## config.mk

```make
export PLATFORM = sky130hd
export DESIGN_NAME = card_info_register_bank
export DESIGN_NICKNAME = d
export VERILOG_FILES = /design/src/rtl/card_info_register_bank.v
export VERILOG_INCLUDE_DIRS = /design/src /design/src/include
export SDC_FILE = /design/constraint.sdc
export NUM_CORES = 1
export LEC_CHECK = 0
export ABC_AREA = 0
export BUFFER_PORTS_ARGS = -buffer_cell sky130_fd_sc_hd__buf_2
export CORE_MARGIN = 2
export CORE_UTILIZATION = 51
export DETAILED_ROUTE_END_ITERATION = 16
export HOLD_SLACK_MARGIN = 0.03
export PLACE_DENSITY = 0.83
export SLEW_MARGIN = 20
export SYNTH_ARGS = -nofsm -noshare
export SYNTH_HDL_FRONTEND = slang
export SYNTH_SLANG_ARGS = --single-unit
```

## constraint.sdc

```tcl
create_clock -name clk -period 2.35 [get_ports clk]
set_input_delay 0 -clock clk [delete_from_list [all_inputs] [get_ports clk]]
set_output_delay 0 -clock clk [all_outputs]
set_load 0.01 [all_outputs]
```

## src/include/card_info_map.vh

```
// constants for the card information register bank: offsets, fields, fixed values, timing
// assumes inclusion by bare name from the design file
`ifndef CARD_INFO_MAP_VH
`define CARD_INFO_MAP_VH

// ------------------------------------------------------------
// avalon word offsets (byte addresses, one aligned word each)
// ------------------------------------------------------------
`define OFS_OPCOND        8'h00
`define OFS_IDENT0        8'h10
`define OFS_IDENT1        8'h14
`define OFS_IDENT2        8'h18
`define OFS_IDENT3        8'h1C
`define OFS_SPEC0         8'h20
`define OFS_SPEC1         8'h24
`define OFS_SPEC2         8'h28
`define OFS_SPEC3         8'h2C
`define OFS_CONTROL       8'h30
`define OFS_DRIVER_STAGE  8'h34

// ------------------------------------------------------------
// operating-conditions word fields
// ------------------------------------------------------------
`define OPC_VOLT_LO       15
`define OPC_VOLT_HI       23
`define OPC_LOW_SIG_BIT   24
`define OPC_CAP_BIT       30
`define OPC_READY_BIT     31
`define OPC_VOLT_MASK     32'h00FF8000

// ------------------------------------------------------------
// identity record contents (arbitrary neutral identity values)
// ------------------------------------------------------------
`define ID_MAKER          8'h5C
`define ID_APP_CODE       16'h7E21
`define ID_LABEL          40'h4142434445
`define ID_REVISION       8'h11
`define ID_SERIAL         32'h00000000
`define ID_DATE           12'h000
`define CRC7_POLY         7'h09

// ------------------------------------------------------------
// card-specific parameters contents
// ------------------------------------------------------------
`define SP_LAYOUT_VER     2'h1
`define SP_READ_TIME      8'h0E
`define SP_READ_CLKS      8'h00
`define SP_TRAN_SPEED     8'h5A
`define SP_CMD_CLASSES    12'h5B5
`define SP_READ_BLK_LEN   4'h9
`define SP_DEV_SIZE       22'h01D27F
`define SP_BLK_ERASE_EN   1'h1
`define SP_SECTOR_SIZE    7'h7F
`define SP_PROT_GRP_SIZE  7'h00
`define SP_PROT_GRP_EN    1'h0
`define SP_WRITE_FACTOR   3'h2
`define SP_WRITE_BLK_LEN  4'h9

// ------------------------------------------------------------
// timing
// ------------------------------------------------------------
`define CLK_PERIOD_NS     10
`define POWERUP_TIME_US   1000
`define INIT_TIME_US      1

`endif

```

## src/rtl/card_info_register_bank.v

```verilog
// card information register bank: operating conditions, identity and card-specific words
// assumes an avalon-mm master on clk, synchronous reset, and a start of init from software
//
// Overview of operation
// voltage window bits 15 to 23 of the conditions word read as one
// reserved conditions bits 0 to 14 and 25 to 29 read as zero
// ready bit 31 stays low while the power-up routine runs
// ready bit 31 sets only after power-up and initialisation complete
// capacity bit 30 reads one; host trusts it only when ready is set
// bit 24 reads one: switch to 1.8 V signalling accepted
// identity holds maker, application code, product label and revision fields
// identity holds serial in 55..24, date in 19..8, 23..20 zero
// identity ends in checksum at 7..1 and a constant one at bit 0
// card-specific layout version 01 at 127..126, then six zero bits
// read access time 0E at 119..112, clock count zero at 111..104
// transfer rate 5A at 103..96, command classes 5B5 at 95..84
// read block length code 9 at 83..80
// partial read, misalignment and driver-stage bits 79..76 read zero
// single-block erase one at bit 46, sector size 7F at 45..39
// protect group size zero at 38..32, group enable zero at bit 31
// write block length code 9 at 25..22
// partial-block write bit 21 reads zero
// no driver-stage register; writes to it have no effect
// checksum is crc7, polynomial x^7+x^3+1, over the upper 120 bits
// conditions and identity words are read-only apart from status bits
`timescale 1ns/1ps
`include "card_info_map.vh"

module card_info_register_bank #(
  parameter POWERUP_CYCLES = (`POWERUP_TIME_US * 1000 + `CLK_PERIOD_NS - 1) / `CLK_PERIOD_NS
) (
  input  wire        clk,
  input  wire        reset,
  input  wire [7:0]  address,
  input  wire        read,
  input  wire        write,
  input  wire [31:0] writedata,
  input  wire [3:0]  byteenable,
  output reg  [31:0] readdata,
  output wire        waitrequest,
  output reg  [1:0]  response,
  output wire        card_ready
);

  localparam INIT_CYCLES = (`INIT_TIME_US * 1000 + `CLK_PERIOD_NS - 1) / `CLK_PERIOD_NS;

  localparam ST_POWERUP = 2'h0;
  localparam ST_IDLE    = 2'h1;
  localparam ST_INIT    = 2'h2;
  localparam ST_READY   = 2'h3;

  // ------------------------------------------------------------
  // checksum
  // ------------------------------------------------------------
  function [6:0] crc7;
    input [119:0] data;
    integer i;
    reg [6:0] c;
    reg       fb;
    begin
      c = 7'h00;
      for (i = 119; i >= 0; i = i - 1) begin
        fb = data[i] ^ c[6];
        c  = {c[5:0], 1'b0};
        if (fb) begin
          c = c ^ `CRC7_POLY;
        end
      end
      crc7 = c;
    end
  endfunction

  // ------------------------------------------------------------
  // identity record fields
  // ------------------------------------------------------------
  // every field is a constant; serial and date stay zero so that a
  // production flow can patch them without touching the rest of the record
  wire [7:0]   maker_code;
  wire [15:0]  application_code;
  wire [39:0]  product_label;
  wire [7:0]   product_revision_code;
  wire [31:0]  serial_number;
  wire [3:0]   ident_reserved;
  wire [11:0]  manufacture_date;
  wire [119:0] ident_body;
  wire [6:0]   ident_checksum;
  wire         ident_stop_bit;
  wire [127:0] card_identity_record;

  assign maker_code            = `ID_MAKER;
  assign application_code      = `ID_APP_CODE;
  assign product_label         = `ID_LABEL;
  assign product_revision_code = `ID_REVISION;
  assign serial_number         = `ID_SERIAL;
  assign ident_reserved        = 4'h0;
  assign manufacture_date      = `ID_DATE;

  assign ident_body = {maker_code,
                       application_code,
                       product_label,
                       product_revision_code,
                       serial_number,
                       ident_reserved,
                       manufacture_date};

  // the checksum folds to a constant, so it costs no logic at run time
  assign ident_checksum       = crc7(ident_body);
  assign ident_stop_bit       = 1'b1;
  assign card_identity_record = {ident_body, ident_checksum, ident_stop_bit};

  // ------------------------------------------------------------
  // card-specific parameter fields
  // ------------------------------------------------------------
  // only the upper fields are modelled; the low 21 bits read zero
  wire [1:0]   record_layout_version;
  wire [5:0]   layout_reserved;
  wire [7:0]   read_access_time;
  wire [7:0]   read_access_clock_count;
  wire [7:0]   transfer_rate_code;
  wire [11:0]  command_classes;
  wire [3:0]   read_block_length;
  wire         partial_read_allowed;
  wire         write_misalign_allowed;
  wire         read_misalign_allowed;
  wire         driver_stage_present;
  wire [5:0]   size_reserved;
  wire [21:0]  device_size;
  wire         size_tail_reserved;
  wire         single_block_erase_enable;
  wire [6:0]   erase_sector_size;
  wire [6:0]   protect_group_size;
  wire         protect_group_enable;
  wire [1:0]   speed_reserved;
  wire [2:0]   write_speed_factor;
  wire [3:0]   write_block_length;
  wire         partial_write_allowed;
  wire [20:0]  lower_fields;
  wire [127:0] card_specific_parameters;

  assign record_layout_version     = `SP_LAYOUT_VER;
  assign layout_reserved           = 6'h00;
  assign read_access_time          = `SP_READ_TIME;
  assign read_access_clock_count   = `SP_READ_CLKS;
  assign transfer_rate_code        = `SP_TRAN_SPEED;
  assign command_classes           = `SP_CMD_CLASSES;
  assign read_block_length         = `SP_READ_BLK_LEN;
  assign partial_read_allowed      = 1'b0;
  assign write_misalign_allowed    = 1'b0;
  assign read_misalign_allowed     = 1'b0;
  // no driver-stage register exists, so its presence bit must read zero
  assign driver_stage_present      = 1'b0;
  assign size_reserved             = 6'h00;
  assign device_size               = `SP_DEV_SIZE;
  assign size_tail_reserved        = 1'b0;
  assign single_block_erase_enable = `SP_BLK_ERASE_EN;
  assign erase_sector_size         = `SP_SECTOR_SIZE;
  assign protect_group_size        = `SP_PROT_GRP_SIZE;
  assign protect_group_enable      = `SP_PROT_GRP_EN;
  assign speed_reserved            = 2'h0;
  assign write_speed_factor        = `SP_WRITE_FACTOR;
  assign write_block_length        = `SP_WRITE_BLK_LEN;
  assign partial_write_allowed     = 1'b0;
  assign lower_fields              = 21'h000000;

  assign card_specific_parameters = {record_layout_version,
                                     layout_reserved,
                                     read_access_time,
                                     read_access_clock_count,
                                     transfer_rate_code,
                                     command_classes,
                                     read_block_length,
                                     partial_read_allowed,
                                     write_misalign_allowed,
                                     read_misalign_allowed,
                                     driver_stage_present,
                                     size_reserved,
                                     device_size,
                                     size_tail_reserved,
                                     single_block_erase_enable,
                                     erase_sector_size,
                                     protect_group_size,
                                     protect_group_enable,
                                     speed_reserved,
                                     write_speed_factor,
                                     write_block_length,
                                     partial_write_allowed,
                                     lower_fields};

  // ------------------------------------------------------------
  // power-up and initialisation sequencer
  // ------------------------------------------------------------
  reg [1:0]  state;
  reg [31:0] count;
  reg        init_request;

  always @(posedge clk) begin
    if (reset) begin
      state <= ST_POWERUP;
      count <= 32'h00000000;
    end else begin
      case (state)
        ST_POWERUP: begin
          // busy until the power-up routine has run its full time
          if (count == POWERUP_CYCLES - 1) begin
            state <= ST_IDLE;
            count <= 32'h00000000;
          end else begin
            count <= count + 32'h00000001;
          end
        end
        ST_IDLE: begin
          if (init_request) begin
            state <= ST_INIT;
          end
        end
        ST_INIT: begin
          if (count == INIT_CYCLES - 1) begin
            state <= ST_READY;
            count <= 32'h00000000;
          end else begin
            count <= count + 32'h00000001;
          end
        end
        ST_READY: begin
          state <= ST_READY;
        end
        default: begin
          state <= ST_POWERUP;
          count <= 32'h00000000;
        end
      endcase
    end
  end

  assign card_ready = (state == ST_READY);

  // ------------------------------------------------------------
  // operating-conditions word fields
  // ------------------------------------------------------------
  // the capacity flag reads one at all times; the host must ignore it
  // until the ready bit is set, so no gating against ready is done here
  wire        capacity_class_flag;
  wire [4:0]  opc_high_reserved;
  wire        low_signalling_accepted;
  wire [8:0]  voltage_window;
  wire [14:0] opc_low_reserved;
  wire [31:0] operating_conditions_word;

  assign capacity_class_flag     = 1'b1;
  assign opc_high_reserved       = 5'h00;
  assign low_signalling_accepted = 1'b1;
  assign voltage_window          = 9'h1FF;
  // bit 7, the low-voltage range bit, sits in this zero field
  assign opc_low_reserved        = 15'h0000;

  assign operating_conditions_word = {card_ready,
                                      capacity_class_flag,
                                      opc_high_reserved,
                                      low_signalling_accepted,
                                      voltage_window,
                                      opc_low_reserved};

  // ------------------------------------------------------------
  // register map, byte offsets on the avalon bus
  // ------------------------------------------------------------
  // 0x00        operating-conditions word, read-only
  // 0x10..0x1C  identity record, lowest bits at lowest offset
  // 0x20..0x2C  card-specific parameters, lowest bits at lowest offset
  // 0x30        control: write bit 0 to start init; read bit 0 ready,
  //             bit 1 init running
  // 0x34        driver-stage slot, absent: reads zero, writes dropped
  // anything else answers with a decode error and zero data

  // ------------------------------------------------------------
  // avalon-mm slave: one cycle of wait, answer at the second edge
  // ------------------------------------------------------------
  reg pending;
  assign waitrequest = (read | write) & ~pending;

  wire valid_addr = (address == `OFS_OPCOND) ||
                    (address >= `OFS_IDENT0 && address <= `OFS_DRIVER_STAGE &&
                     address[1:0] == 2'h0);

  reg [31:0] next_readdata;
  always @* begin
    next_readdata = 32'h00000000;
    case (address)
      `OFS_OPCOND:       next_readdata = operating_conditions_word;
      `OFS_IDENT0:       next_readdata = card_identity_record[31:0];
      `OFS_IDENT1:       next_readdata = card_identity_record[63:32];
      `OFS_IDENT2:       next_readdata = card_identity_record[95:64];
      `OFS_IDENT3:       next_readdata = card_identity_record[127:96];
      `OFS_SPEC0:        next_readdata = card_specific_parameters[31:0];
      `OFS_SPEC1:        next_readdata = card_specific_parameters[63:32];
      `OFS_SPEC2:        next_readdata = card_specific_parameters[95:64];
      `OFS_SPEC3:        next_readdata = card_specific_parameters[127:96];
      `OFS_CONTROL:      next_readdata = {30'h00000000, state == ST_INIT, card_ready};
      // driver-stage register is absent: reads zero, writes dropped
      `OFS_DRIVER_STAGE: next_readdata = 32'h00000000;
      default:           next_readdata = 32'h00000000;
    endcase
  end

  always @(posedge clk) begin
    if (reset) begin
      pending      <= 1'b0;
      readdata     <= 32'h00000000;
      response     <= 2'h0;
      init_request <= 1'b0;
    end else begin
      pending      <= (read | write) & ~pending;
      init_request <= 1'b0;
      if (read & ~pending) begin
        readdata <= next_readdata;
        response <= valid_addr ? 2'h0 : 2'h3;
      end
      if (write & ~pending) begin
        response <= valid_addr ? 2'h0 : 2'h3;
        // only the control word accepts writes; record words ignore them
        // a start request before power-up is done is dropped, not queued
        if (address == `OFS_CONTROL && byteenable[0] && writedata[0] &&
            state == ST_IDLE) begin
          init_request <= 1'b1;
        end
      end
    end
  end

endmodule

```

# Yosys cells after proc, flatten, opt, wreduce, memory -nomap -nowiden
# Index checks and enable logic that the tools add are counted.
# totals
output_inout_bits,36
ff_bits,70
input_bits,48
word_cells,57
# op_classes
n_addsub,1
n_bitwise,6
order_cmp,2
muxes,12
n_reduce_logical,13
eq_ne,17
# ops
op,count
32-bit case mux with 10 select lines,1
32-bit 2-to-1 mux,2
32-bit case mux with 2 select lines,1
"8-bit by 6-bit == test with 1-bit output, second input constant",5
"32-bit by 1-bit adder with 32-bit output, second input constant",1
"32-bit by 17-bit == test with 1-bit output, second input constant",1
"32-bit by 7-bit == test with 1-bit output, second input constant",1
"8-bit by 5-bit == test with 1-bit output, second input constant",4
2-bit 2-to-1 mux,6
"8-bit by 5-bit >= comparator with 1-bit output, second input constant",1
"8-bit by 6-bit <= comparator with 1-bit output, second input constant",1
8-bit zero test,1
2-bit case mux with 4 select lines,1
"2-bit inequality test, second input constant",3
1-bit logical AND,5
"2-bit == test, second input constant",2
2-bit zero test,2
2-bit nonzero test,2
1-bit bitwise AND,3
3-bit AND reduction,1
"2-bit by 1-bit == test with 1-bit output, second input constant",1
1-bit NOT,2
2-bit OR reduction,1
1-bit logical OR,1
other kinds (2),2

# Depth between registers and ports, before layout
# Gate-level depths: netlist of run 1.
# depth
depth_word,7
depth_mapped,7
depth_no_buf,5

# Worst setup path before layout of run 1
# OpenSTA, ideal clock, no wires.
# synth_path
path_type,register to register
from,register count[0]
to,register count[28]
period_less_slack_ns,1.820
arrival_ns,1.741
stages_incl_launch_ff,7
setup_time_ns,0.080
setup_slack_ns,0.530
cell_sequence,dfxtp_1 -> ha_1 -> and4b_1 -> buf_2 -> nand4_2 -> or4_4 -> a211oi_2
# synth_between
elab_chain_len,3
elab_cells_between_ends,6
# synth_rtl
element,line_no,text
start: declaration,card_info_register_bank.v:193,reg [31:0] count;
start signal: assignment,card_info_register_bank.v:208,count <= count + 32'h00000001;
start signal: assignment,card_info_register_bank.v:221,count <= count + 32'h00000001;
32-bit by 1-bit adder with 32-bit output (tied with other cells),"card_info_register_bank.v:208, card_info_register_bank.v:221",
"32-bit 2-to-1 mux, on equally long branches","card_info_register_bank.v:217, card_info_register_bank.v:204",
32-bit case mux with 2 select lines (*),card_info_register_bank.v:201,case (state)
# Every way passes the cells marked *; elsewhere a longest branch is shown, timed or not.
# A chain may end at the register's enable or synchronous reset.

# Worst setup path in the final report of run 1
# layout_path
from,input port address[6]
to,register init_request
# layout_between
elab_chain_len,5
# layout_rtl
element,line_no,text
start: declaration,card_info_register_bank.v:34,"input wire [7:0] address,"
8-bit by 6-bit == test with 1-bit output,-,
1-bit logical AND (3 in series),card_info_register_bank.v:321,if (address == `OFS_CONTROL && byteenable[0] && writedata[0] &&
1-bit 2-to-1 mux,card_info_register_bank.v:321,
end signal: assignment,card_info_register_bank.v:309,init_request <= 1'b0;
end signal: assignment,card_info_register_bank.v:312,init_request <= 1'b0;
end signal: assignment,card_info_register_bank.v:323,init_request <= 1'b1;
end: declaration,card_info_register_bank.v:194,reg init_request;
# Every way passes these cells.

==> summary.md, run 1 <==
| Metric | Value |
|---|---|
| Outcome | `completed` |
| Rel. slew slack | `32.4%` |
| WP data arrival | `between 2 and 2.5 ns` |
| Die extent in y | `approximately 86 µm` |
| Root Buffer | `clkbuf_8` |
| Tmin final | `2.20 ns` |
| ANT nets after route | `0` |
| Crit Path Category | `in2reg` |
| Reg2reg end | `init_request$_SDFF_PP0_` |
| EDFF count, synth | `0` |
| Cell count after synthesis | `around 400` |
| Die area | `~7400 µm²` |
| Worst-Margin Slew | `between 1 and 1.5 ns` |
| Worst Hold Depth | `2` |
| DR vias/cell | `around 6.3` |
| Sink Count | `62` |
| Nets | `474` |
| Worst vdd rail ir drop | `0.385 mV` |
| Setup_tns | `0 ns` |
| Worst R2R Setup Slack | `~0.22 ns` |
| Die W | `~86 µm` |
| Initial cell density of the core | `53.4%` |
| Post-Syn Area | `between 3000 and 4000 µm²` |
| Site Rows | `29` |
| Leakage | `1.50 nW` |
| Tcrit/Tclk final | `roughly 94%` |
| First-pass GRT wire length | `approximately 14000 µm` |
| Drt drc | `0` |
| Pin count of the biggest net entering global routing | `28` |
| Vias in the first global route | `2931` |
| Share of cells above drive strength 1 | `21.2%` |
| Reg-to-Reg Start | `state[1]$_SDFFE_PP0P_` |
| Most frequent CP cell | `dlygate4sd3_1` |
| CP delay by family, top | `buffers and inverters` |
| GRT Total Usage | `22.7%` |
| Worst-path cell chain | `dlygate4sd3_1 > buf_2 > or4_4 > nor3_2 > inv_1 > nor4_1 > dlygate4sd3_1` |
| Global route overflow | `0` |
| CP max FO | `6` |
| Core Footprint | `roughly 6500 µm²` |
| Flops & latches, synth | `62` |
| Cells after DPL | `between 400 and 500` |
| Worst path required time | `2.64 ns` |
| Detailed-route via count | `around 3200` |
| RSZ-0062 raised after global routing | `false` |
| Clk_skew | `between 0.007 and 0.008 ns` |
| Hold crit path type | `in2reg` |
| HP Start | `reset` |
| CP peak stage delay | `0.60 ns` |
| Critical Path Slowest Stage Cell | `or4_4` |
| I/O Buffers | `47` |
| Final Power | `between 2 and 2.5 mW` |
| Fin. Hold Viols | `0` |
| Area of the multi-input gates | `around 2000 µm²` |
| Dpl hpwl | `around 5500 µm` |
| Placed Area | `around 3600 µm²` |
| Final Slew Violations | `0` |
| DRT iter0 DRCs | `between 150 and 200` |
| GPL Wtd Cong | `around 0.92` |
| Drt pass-1 iters | `5` |
| Register area | `1240 µm²` |
| Final setup fails | `0` |
| Skew-Pair Late Insertion Delay | `around 0.35 ns` |
| Worst-path clk slew | `0.07 ns` |
| Avg Cell Area, Syn | `just under 9 µm²` |
| Fin cells | `approximately 500` |
| Worst setup path startpoint | `address[6]` |
| Critical Path Start Type | `input port` |
| Sequential area share after synthesis | `about 36%` |
| Hold EP | `readdata[3]$_SDFFE_PP0P_` |
| Layout filler cell count | `about 540` |
| Initial antenna violation count | `0` |
| Pwr dens | `just under 600 nW/µm²` |
| CP endpoint kind | `flop` |
| Yosys warns | `0` |
| Max Root-Sink Buffers | `2` |
| FF-to-FF path depth | `5` |
| Share of flip-flops with an asynchronous set or reset | `0%` |
| CP bufs+invs | `4` |
| Max-cap violations | `0` |
| TritonCTS buffer count | `9` |
| Area growth from synthesis to layout | `13.2%` |
| CTS tree | `done` |
| Drt wl/cell | `around 16 µm` |
| H-tree depth | `3` |
| Yosys cell types | `slightly above 60` |
| WL final | `8180 µm` |
| F_max | `approximately 0.45 GHz` |
| Post-CTS setup buffer count | `0` |
| Cell area after layout | `between 3000 and 4000 µm²` |
| Ports | `84` |
| Synth Flop Type | `dfxtp_1` |
[kinds of logic after synthesis]
kind of cell	after synthesis	share of synthesized area [%]
flops	62	36.0
fa+ha+maj	2	0.652
simple gates	165	29.5
buf+inv	44	7.50
xor+xnor	17	4.31
other cells	1	0.109
compound gates	98	21.7
mux	1	0.290
[layer usage]
layer  GRT usage, %  vias up  routed length, µm
li1               -     1557                  -
met1           27.4     1505               3490
met2           38.5      109               4120
met3           7.05       11                458
met4           7.67        0                112
met5              0        -                  0
[layout make-up]
cell class	count	area share, %
diodes	1	0.0640
multi-input cells	285	50.3
flip-flops and latches	62	31.8
well taps	77	2.47
clock buffers	12	3.97
inverters	6	0.576
repair buffers	61	9.16
clock inverters	3	1.73
[power by group]
group          switching [mW]  internal, mW
clock network           0.404         0.650
registers             0.00785          1.06
logic                  0.0999        0.0561
[worst register-to-register path, cell delays in order, from the launching register on]
cell and delay [ns]:
dfxtp_1 0.38, nor2_1 0.18, nand3_1 0.09, dlygate4sd3_1 0.57, nor4_1 0.27, dlygate4sd3_1 0.59
[metrics by stage]
step	utilization, %	hold slack [ns]	setup WS (ns)
2_1_floorplan	-	0.129	0.530
3_3_place_gp	55.8	0.248	0.329
3_5_place_dp	55.8	0.255	0.291
4_1_cts	60.3	0.0435	0.0195
5_1_grt	60.5	0.0653	0.0441
6_report	60.5	0.0612	0.146
[cell usage in the layout, fill, tap and decap left out, drive strengths merged, types with 8 or more instances in the layout]
| cell type | n |
|---|---|
| a21oi | 14 |
| o31ai | 10 |
| nor3 | 18 |
| a211oi | 22 |
| o21ai | 19 |
| nand4 | 17 |
| buf | 54 |
| nor4 | 11 |
| and3 | 8 |
| xor2 | 10 |
| nand3 | 12 |
| clkbuf | 12 |
| dfxtp | 62 |
| or4 | 11 |
| nor2 | 16 |
| nand2 | 30 |
[flip-flops by register name, indices dropped and copies added, names as in the netlist]
name,flops
readdata,25
init_request,1
pending,1
state,2
count,32
response,1
[cells in the mapped netlist (4+ instances only)]
library cell / instances / share of area, %
xor2_1: 10 / 2.5
a21oi_1: 14 / 2.0
nor3_1: 18 / 2.6
nor4_1: 10 / 1.8
dfxtp_1: 62 / 36
buf_6: 6 / 2.0
a211oi_1: 17 / 3.7
a22oi_1: 4 / 0.87
clkbuf_1: 16 / 1.7
nor2_1: 16 / 1.7
a31oi_1: 4 / 0.72
buf_2: 5 / 0.72
nand2_1: 30 / 3.3
o31ai_1: 10 / 2.2
o21ai_0: 19 / 2.8
a22o_1: 7 / 1.8
or4_1: 9 / 2.0
nor2b_1: 6 / 1.1
inv_1: 6 / 0.65
nand3_1: 12 / 1.7
a211oi_2: 4 / 1.4
nand4_1: 13 / 2.4
and4_1: 6 / 1.5
buf_4: 10 / 2.2
and3_1: 8 / 1.4
or3_1: 6 / 1.1
xnor2_1: 7 / 1.8
[how the worst max path moves through the flow]
stage	endpoint	slack, ns	cells past startpoint
after CTS	init_request$_SDFF_PP0_	0.02	7
after global placement	count[7]$_SDFFE_PP0P_	0.33	5
after floorplan	count[28]$_SDFFE_PP0P_	0.53	6
after global routing	init_request$_SDFF_PP0_	0.04	7
after detailed placement	count[4]$_SDFFE_PP0P_	0.29	5
final	init_request$_SDFF_PP0_	0.15	7
[repair_timing]
item	CTS	global route
setup endpoints to repair	0	1
gates resized for setup	0	2
hold buffers	7	0
hold endpoints to repair	3	0
(Power assumes the default switching activity.)
==> inputs of run 2 (changes only) <==
--- a/config.mk
+++ b/config.mk
@@ -12,7 +12,8 @@
 export CORE_UTILIZATION = 51
 export DETAILED_ROUTE_END_ITERATION = 16
 export HOLD_SLACK_MARGIN = 0.03
-export PLACE_DENSITY = 0.83
+export PLACE_DENSITY = 0.8
+export REMOVE_ABC_BUFFERS = 1
 export SLEW_MARGIN = 20
 export SYNTH_ARGS = -nofsm -noshare
 export SYNTH_HDL_FRONTEND = slang
==> run 2 against run 1 <==
  * Worst setup slack gained 0.19 ns
  * Cell count shrank 0.99%
  * Via count shrank 1.3%
  * Fmax grew 9.6%
  * Routed wire length shrank 0.89%
  * Combinational power shrank 3%
  * Count of clock-buffer cells in the layout grew 1
  * Largest power group unchanged
==> summary.md, run 2 (synthesized netlist as in run 1, its figures left out) <==
| Metric | Value |
|---|---|
| I/O Buffers | `47 (unchanged)` |
| Vias in the first global route | `2830 (-3.4%)` |
| Detailed-route via count | `3141 (-1.3%)` |
| Largest regs | `count: 32 flops, readdata: 25 flops, state: 2 flops` |
| GPL Wtd Cong | `0.873 (-4.7%)` |
| Die area | `7440 µm² (unchanged)` |
| Sequential share of power | `51.6% (+4.7 points)` |
| Initial cell density of the core | `53.4% (unchanged)` |
| DR vias/cell | `6.26 (-0.31%)` |
| Sink Count | `62 (unchanged)` |
| Area growth from synthesis to layout | `10.5%` |
| Pin count of the biggest net entering global routing | `30 (+7.1%)` |
| Comb pwr share | `7.4% (+0.5 points)` |
| Global route overflow | `0 (unchanged)` |
| Layout filler cell count | `571 (+5.0%)` |
| TritonCTS buffer count | `9 (unchanged)` |
| Largest register FFs | `32 (unchanged)` |
| Clk_skew | `0.0109 ns (+0.00350 ns)` |
| RSZ-0062 raised after global routing | `false` |
| Proportion of power drawn by the clock network | `41.0% (-5.3 points)` |
| Commonest non-fill, non-tap cell in the layout | `dfxtp_1` |
| Drt drc | `0 (unchanged)` |
| WP data arrival | `2.26 ns (-0.23 ns)` |
| # resized after CTS | `0 (unchanged)` |
| Hold crit path type | `in2reg` |
| Psw | `0.496 mW (-3.0%)` |
| Internal | `1.57 mW (-11%)` |
| Worst vdd rail ir drop | `0.319 mV (-17%)` |
| Core Footprint | `6460 µm² (unchanged)` |
| Rel. slew slack | `51.5% (+19 points)` |
| Worst-path clk slew | `0.07 ns (about the same)` |
| Outcome | `completed` |
| CP endpoint kind | `flop` |
| Highest-count cells in the layout ignoring fill and taps | `dfxtp_1, buf_2, nand2_1, o21ai_0, nor3_1` |
| Max-cap violations | `0 (unchanged)` |
| Max Root-Sink Buffers | `2 (unchanged)` |
| CTS tree | `done` |
| CP max FO | `15 (+9)` |
| WL final | `8100 µm (-0.89%)` |
| Critical Path Start Type | `flop` |
| Leakage | `1.47 nW (-2.2%)` |
| Final Slew Violations | `0 (unchanged)` |
| Worst-Margin Slew | `0.725 ns (-0.284 ns)` |
| Nets | `471 (-0.63%)` |
| Worst path required time | `2.60 ns (-0.04 ns)` |
| Dpl hpwl | `5560 µm (+0.55%)` |
| Sw frac | `24.0% (+1.5 points)` |
| Skew-Pair Late Insertion Delay | `0.33 ns (-0.02 ns)` |
| Top reg by flops | `count` |
| H-tree depth | `3 (unchanged)` |
| Final Power | `2.07 mW (-9.2%)` |
| F_max | `0.497 GHz (+9.6%)` |
| Crit Path Category | `reg2reg` |
| Root Buffer | `clkbuf_8` |
| Drt pass-1 iters | `5 (unchanged)` |
| Diodes inserted | `0 (-1)` |
| Ports | `84 (unchanged)` |
| Setup_tns | `0 ns (unchanged)` |
| Fin. Hold Viols | `0 (unchanged)` |
| GRT Total Usage | `22.3% (-0.47 points)` |
| Die W | `86.3 µm (unchanged)` |
| DRT iter0 DRCs | `253 (+36%)` |
| ANT nets after route | `0 (unchanged)` |
| Site Rows | `29 (unchanged)` |
| Share of cells above drive strength 1 | `20.9% (-0.27 points)` |
| Tmin final | `2.01 ns (-0.194 ns)` |
| Die extent in y | `86.3 µm (unchanged)` |
| Final setup fails | `0 (unchanged)` |
| Drt wl/cell | `16.1 µm (about the same)` |
| Tcrit/Tclk final | `85.5% (-8.2 points)` |
| Pwr dens | `542 nW/µm² (-7.0%)` |
| First-pass GRT wire length | `13400 µm (-1.1%)` |
| Initial antenna violation count | `0 (unchanged)` |
==> run 2: timing repair <==
action | CTS | global route
hold buffers | 3 | 0
endpoints found under the hold margin | 2 | 0
setup buffers | 0 | 0
endpoints found under the setup margin | 0 | 0
==> run 2: critical path, stage by stage (launching register included) <==
cell	delay, ns
dfxtp_1	0.43
and4_1	0.44
nand4_4	0.27
or4_1	0.53
a211oi_1	0.25
==> run 2: layout make-up <==
| class | instances | area (µm²) | area share, % |
|---|---|---|---|
| well taps | 77 | 96.3 | 2.53 |
| inverters | 6 | 22.5 | 0.590 |
| flip-flops and latches | 62 | 1240 | 32.5 |
| clock buffers | 13 | 169 | 4.43 |
| clock inverters | 1 | 5.00 | 0.131 |
| repair buffers | 58 | 325 | 8.53 |
| multi-input cells | 285 | 1960 | 51.3 |
==> run 2: final timing paths <==
| path | from | endpoint | slack (ns) | cells past startpoint |
|---|---|---|---|---|
| worst max register to register | count[2]$_SDFFE_PP0P_ | count[23]$_SDFFE_PP0P_ | 0.34 | 4 |
| worst max-delay path | count[2]$_SDFFE_PP0P_ | count[23]$_SDFFE_PP0P_ | 0.34 | 4 |
| worst min register to register | readdata[18]$_SDFFE_PP0P_ | readdata[18]$_SDFFE_PP0P_ | 0.45 | 2 |
| worst min-delay path | reset | state[1]$_SDFFE_PP0P_ | 0.06 | 2 |
==> run 2: per-stage QoR <==
step	area [µm²]	setup slack, ns	hold WS, ns	cells	utilization [%]
3_3_place_gp	3610	0.411	0.248	485	55.9
2_1_floorplan	3220	0.0988	0.0691	353	-
4_1_cts	3810	0.342	0.0422	502	59.1
5_1_grt	3810	0.210	0.0626	502	59.1
3_5_place_dp	3610	0.363	0.250	485	55.9
6_report	3810	0.340	0.0598	502	59.1
==> run 2: power groups by stage <==
stage / Clock (mW) / Combinational [mW] / Sequential [mW]
CTS: 0.866 / 0.151 / 1.07
detailed placement: 0 / 0.148 / 1.09
global route: 0.911 / 0.167 / 1.07
finish: 0.847 / 0.152 / 1.07
global placement: 0 / 0.145 / 1.09
floorplan: 0 / 0.0758 / 1.09
==> run 2: layer usage <==
metal | wire length (µm) | global-route usage (%) | up-vias
met2 | 3700 | 34.7 | 110
met1 | 3820 | 30.4 | 1468
met5 | 0 | 0 | -
met3 | 415 | 4.38 | 19
li1 | - | - | 1544
met4 | 164 | 9.23 | 0
==> inputs of run 3 (changes only) <==
--- a/config.mk
+++ b/config.mk
@@ -9,10 +9,10 @@
 export ABC_AREA = 0
 export BUFFER_PORTS_ARGS = -buffer_cell sky130_fd_sc_hd__buf_2
 export CORE_MARGIN = 2
-export CORE_UTILIZATION = 51
+export CORE_UTILIZATION = 54
 export DETAILED_ROUTE_END_ITERATION = 16
 export HOLD_SLACK_MARGIN = 0.03
-export PLACE_DENSITY = 0.8
+export PLACE_DENSITY = 0.84
 export REMOVE_ABC_BUFFERS = 1
 export SLEW_MARGIN = 20
 export SYNTH_ARGS = -nofsm -noshare
==> run 3 against run 2 <==
  * Worst setup slack lost 0.13 ns
  * Cell count fell by 0.20%
  * Flip-flop and latch count unchanged
  * Non-clock buffer count decreased by 1
  * Global-route usage up 1.2 points
  * Hold slack lost 0.0050 ns
  * Critical path depth grew 1
  * Count of clock-buffer cells in the layout unchanged
  * Sequential share of layout area barely moved
  * Routed wire length up 0.84%
  * Clock skew is 0.0017 ns lower
  * Fmax shrank 6.2%
==> summary.md, run 3 (synthesized netlist as in run 1, its figures left out) <==
| Metric | Value |
|---|---|
| CP delay by family, top | `simple AND/OR/NAND/NOR gates` |
| Drt drc | `0 (unchanged)` |
| DR vias/cell | `6.26 (about the same)` |
| Tcrit/Tclk final | `91.2% (+5.7 points)` |
| Commonest non-fill, non-tap cell in the layout | `dfxtp_1` |
| Final setup fails | `0 (unchanged)` |
| Worst-path cell chain | `ha_1 > and4b_1 > nand4_2 > or4_4 > a211oi_2` |
| # resized after CTS | `0 (unchanged)` |
| CP endpoint kind | `flop` |
| Rel. slew slack | `55.0% (+3.5 points)` |
| Layout filler cell count | `541 (-5.3%)` |
| First-pass GRT wire length | `13600 µm (+1.3%)` |
| Initial antenna violation count | `0 (unchanged)` |
| Top reg by flops | `count` |
| Nets | `470 (-0.21%)` |
| Leakage | `1.46 nW (-0.41%)` |
| RSZ-0062 raised after global routing | `false` |
| Worst vdd rail ir drop | `0.443 mV (+39%)` |
| Skew-Pair Late Insertion Delay | `0.34 ns (about the same)` |
| Worst R2R Setup Slack | `0.21 ns (-0.13 ns)` |
| DRT iter0 DRCs | `179 (-29%)` |
| WL final | `8170 µm (+0.84%)` |
| CP peak stage delay | `0.58 ns (+0.05 ns)` |
| FF-to-FF path depth | `5 (+1)` |
| CP max FO | `8 (-7)` |
| Crit Path Category | `reg2reg` |
| Final Power | `2.07 mW (+0.11%)` |
| Worst-Margin Slew | `0.673 ns (-0.0524 ns)` |
| Worst Hold Depth | `4 (+2)` |
| Drt wl/cell | `16.3 µm (+1.0%)` |
| Dpl hpwl | `5460 µm (-1.7%)` |
| Max-cap violations | `0 (unchanged)` |
| Fin. Hold Viols | `0 (unchanged)` |
| Setup_tns | `0 ns (unchanged)` |
| I/O Buffers | `47 (unchanged)` |
| F_max | `0.467 GHz (-6.2%)` |
| Largest regs | `count: 32 flops, readdata: 25 flops, state: 2 flops` |
| H-tree depth | `3 (unchanged)` |
| CTS tree | `done` |
| Placed Area | `3600 µm² (-0.42%)` |
| Post-CTS setup buffer count | `0 (unchanged)` |
| GRT Total Usage | `23.5% (+1.2 points)` |
| Max Root-Sink Buffers | `2 (unchanged)` |
| Hold crit path type | `in2reg` |
| Initial cell density of the core | `55.0% (+1.5 points)` |
| Drt pass-1 iters | `4 (-1)` |
| CP bufs+invs | `0 (unchanged)` |
| Global route overflow | `0 (unchanged)` |
| Detailed-route via count | `3134 (-0.22%)` |
| TritonCTS buffer count | `9 (unchanged)` |
| Area growth from synthesis to layout | `10.4%` |
| Critical Path Slowest Stage Cell | `or4_4` |
| Diodes inserted | `0 (unchanged)` |
| Worst-path clk slew | `0.07 ns (about the same)` |
| Critical Path Start Type | `flop` |
| Ports | `84 (unchanged)` |
| Tmin final | `2.14 ns (+0.133 ns)` |
| Largest register FFs | `32 (unchanged)` |
| Highest-count cells in the layout ignoring fill and taps | `dfxtp_1, buf_2, nand2_1, o21ai_0, nor3_1` |
| Final Slew Violations | `0 (unchanged)` |
| Outcome | `completed` |
| Clk_skew | `0.00920 ns (-0.00173 ns)` |
| Die extent in y | `84.0 µm (-2.7%)` |
| ANT nets after route | `0 (unchanged)` |
| Pin count of the biggest net entering global routing | `44 (+47%)` |
| Core Footprint | `6280 µm² (-2.8%)` |
| Worst path required time | `2.61 ns (about the same)` |
| Pwr dens | `543 nW/µm² (+0.24%)` |
| Hold-fix buffers, CTS | `4 (+1)` |
| Cell area after layout | `3810 µm² (-0.13%)` |
| Vias in the first global route | `2915 (+3.0%)` |
| Die area | `7050 µm² (-5.3%)` |
| GPL Wtd Cong | `0.849 (-2.7%)` |
| Die W | `84.0 µm (-2.7%)` |
| Fin util | `60.7% (+1.6 points)` |
| Root Buffer | `clkbuf_8` |
| WP data arrival | `2.40 ns (+0.14 ns)` |
| Site Rows | `29 (unchanged)` |
| Share of cells above drive strength 1 | `20.5% (-0.42 points)` |
| Sink Count | `62 (unchanged)` |
| Crit path depth | `5 (+1)` |
run 3: power breakdown:
part / internal, mW / total (mW) / leakage (nW) / switching [mW]
combinational: 0.0540 / 0.154 / 0.871 / 0.100
sequential: 1.06 / 1.07 / 0.500 / 0.00836
clock: 0.457 / 0.847 / 0.0914 / 0.390
run 3: layout make-up:
class                      instances  area [µm²]  share of cell area (%)
clock buffer                      13         169                    4.43
inverter                           6        22.5                   0.591
multi-input combinational        285        1960                    51.3
tap                               77        96.3                    2.53
sequential                        62        1240                    32.6
timing repair buffer              57         320                    8.41
clock inverter                     1        5.00                   0.131
run 3: worst register-to-register path, stage by stage (launching register included):
cell      delay, ns
dfxtp_1        0.37
ha_1           0.24
and4b_1        0.40
nand4_2        0.27
or4_4          0.58
a211oi_2       0.22
run 3: routing by layer:
| metal | wire length, µm | up-vias | global-route usage, % |
|---|---|---|---|
| li1 | - | 1534 | - |
| met1 | 3710 | 1492 | 30.4 |
| met2 | 3890 | 94 | 37.7 |
| met3 | 388 | 14 | 4.75 |
| met4 | 184 | 0 | 10.7 |
| met5 | 0 | - | 0 |
run 3: stage by stage:
stage	setup WS [ns]	hold slack [ns]	cells
final	0.207	0.0548	501
after detailed placement	0.222	0.253	483
after global routing	0.0807	0.0674	501
after CTS	0.216	0.0430	501
after global placement	0.344	0.250	483
after floorplan	0.0988	0.0691	353
run 3: path summary, 6_finish.rpt:
check | to | start
max | count[28]$_SDFFE_PP0P_ | count[0]$_SDFFE_PP0P_
min | readdata[0]$_SDFFE_PP0P_ | address[7]
max reg2reg | count[28]$_SDFFE_PP0P_ | count[0]$_SDFFE_PP0P_
min reg2reg | readdata[18]$_SDFFE_PP0P_ | readdata[18]$_SDFFE_PP0P_
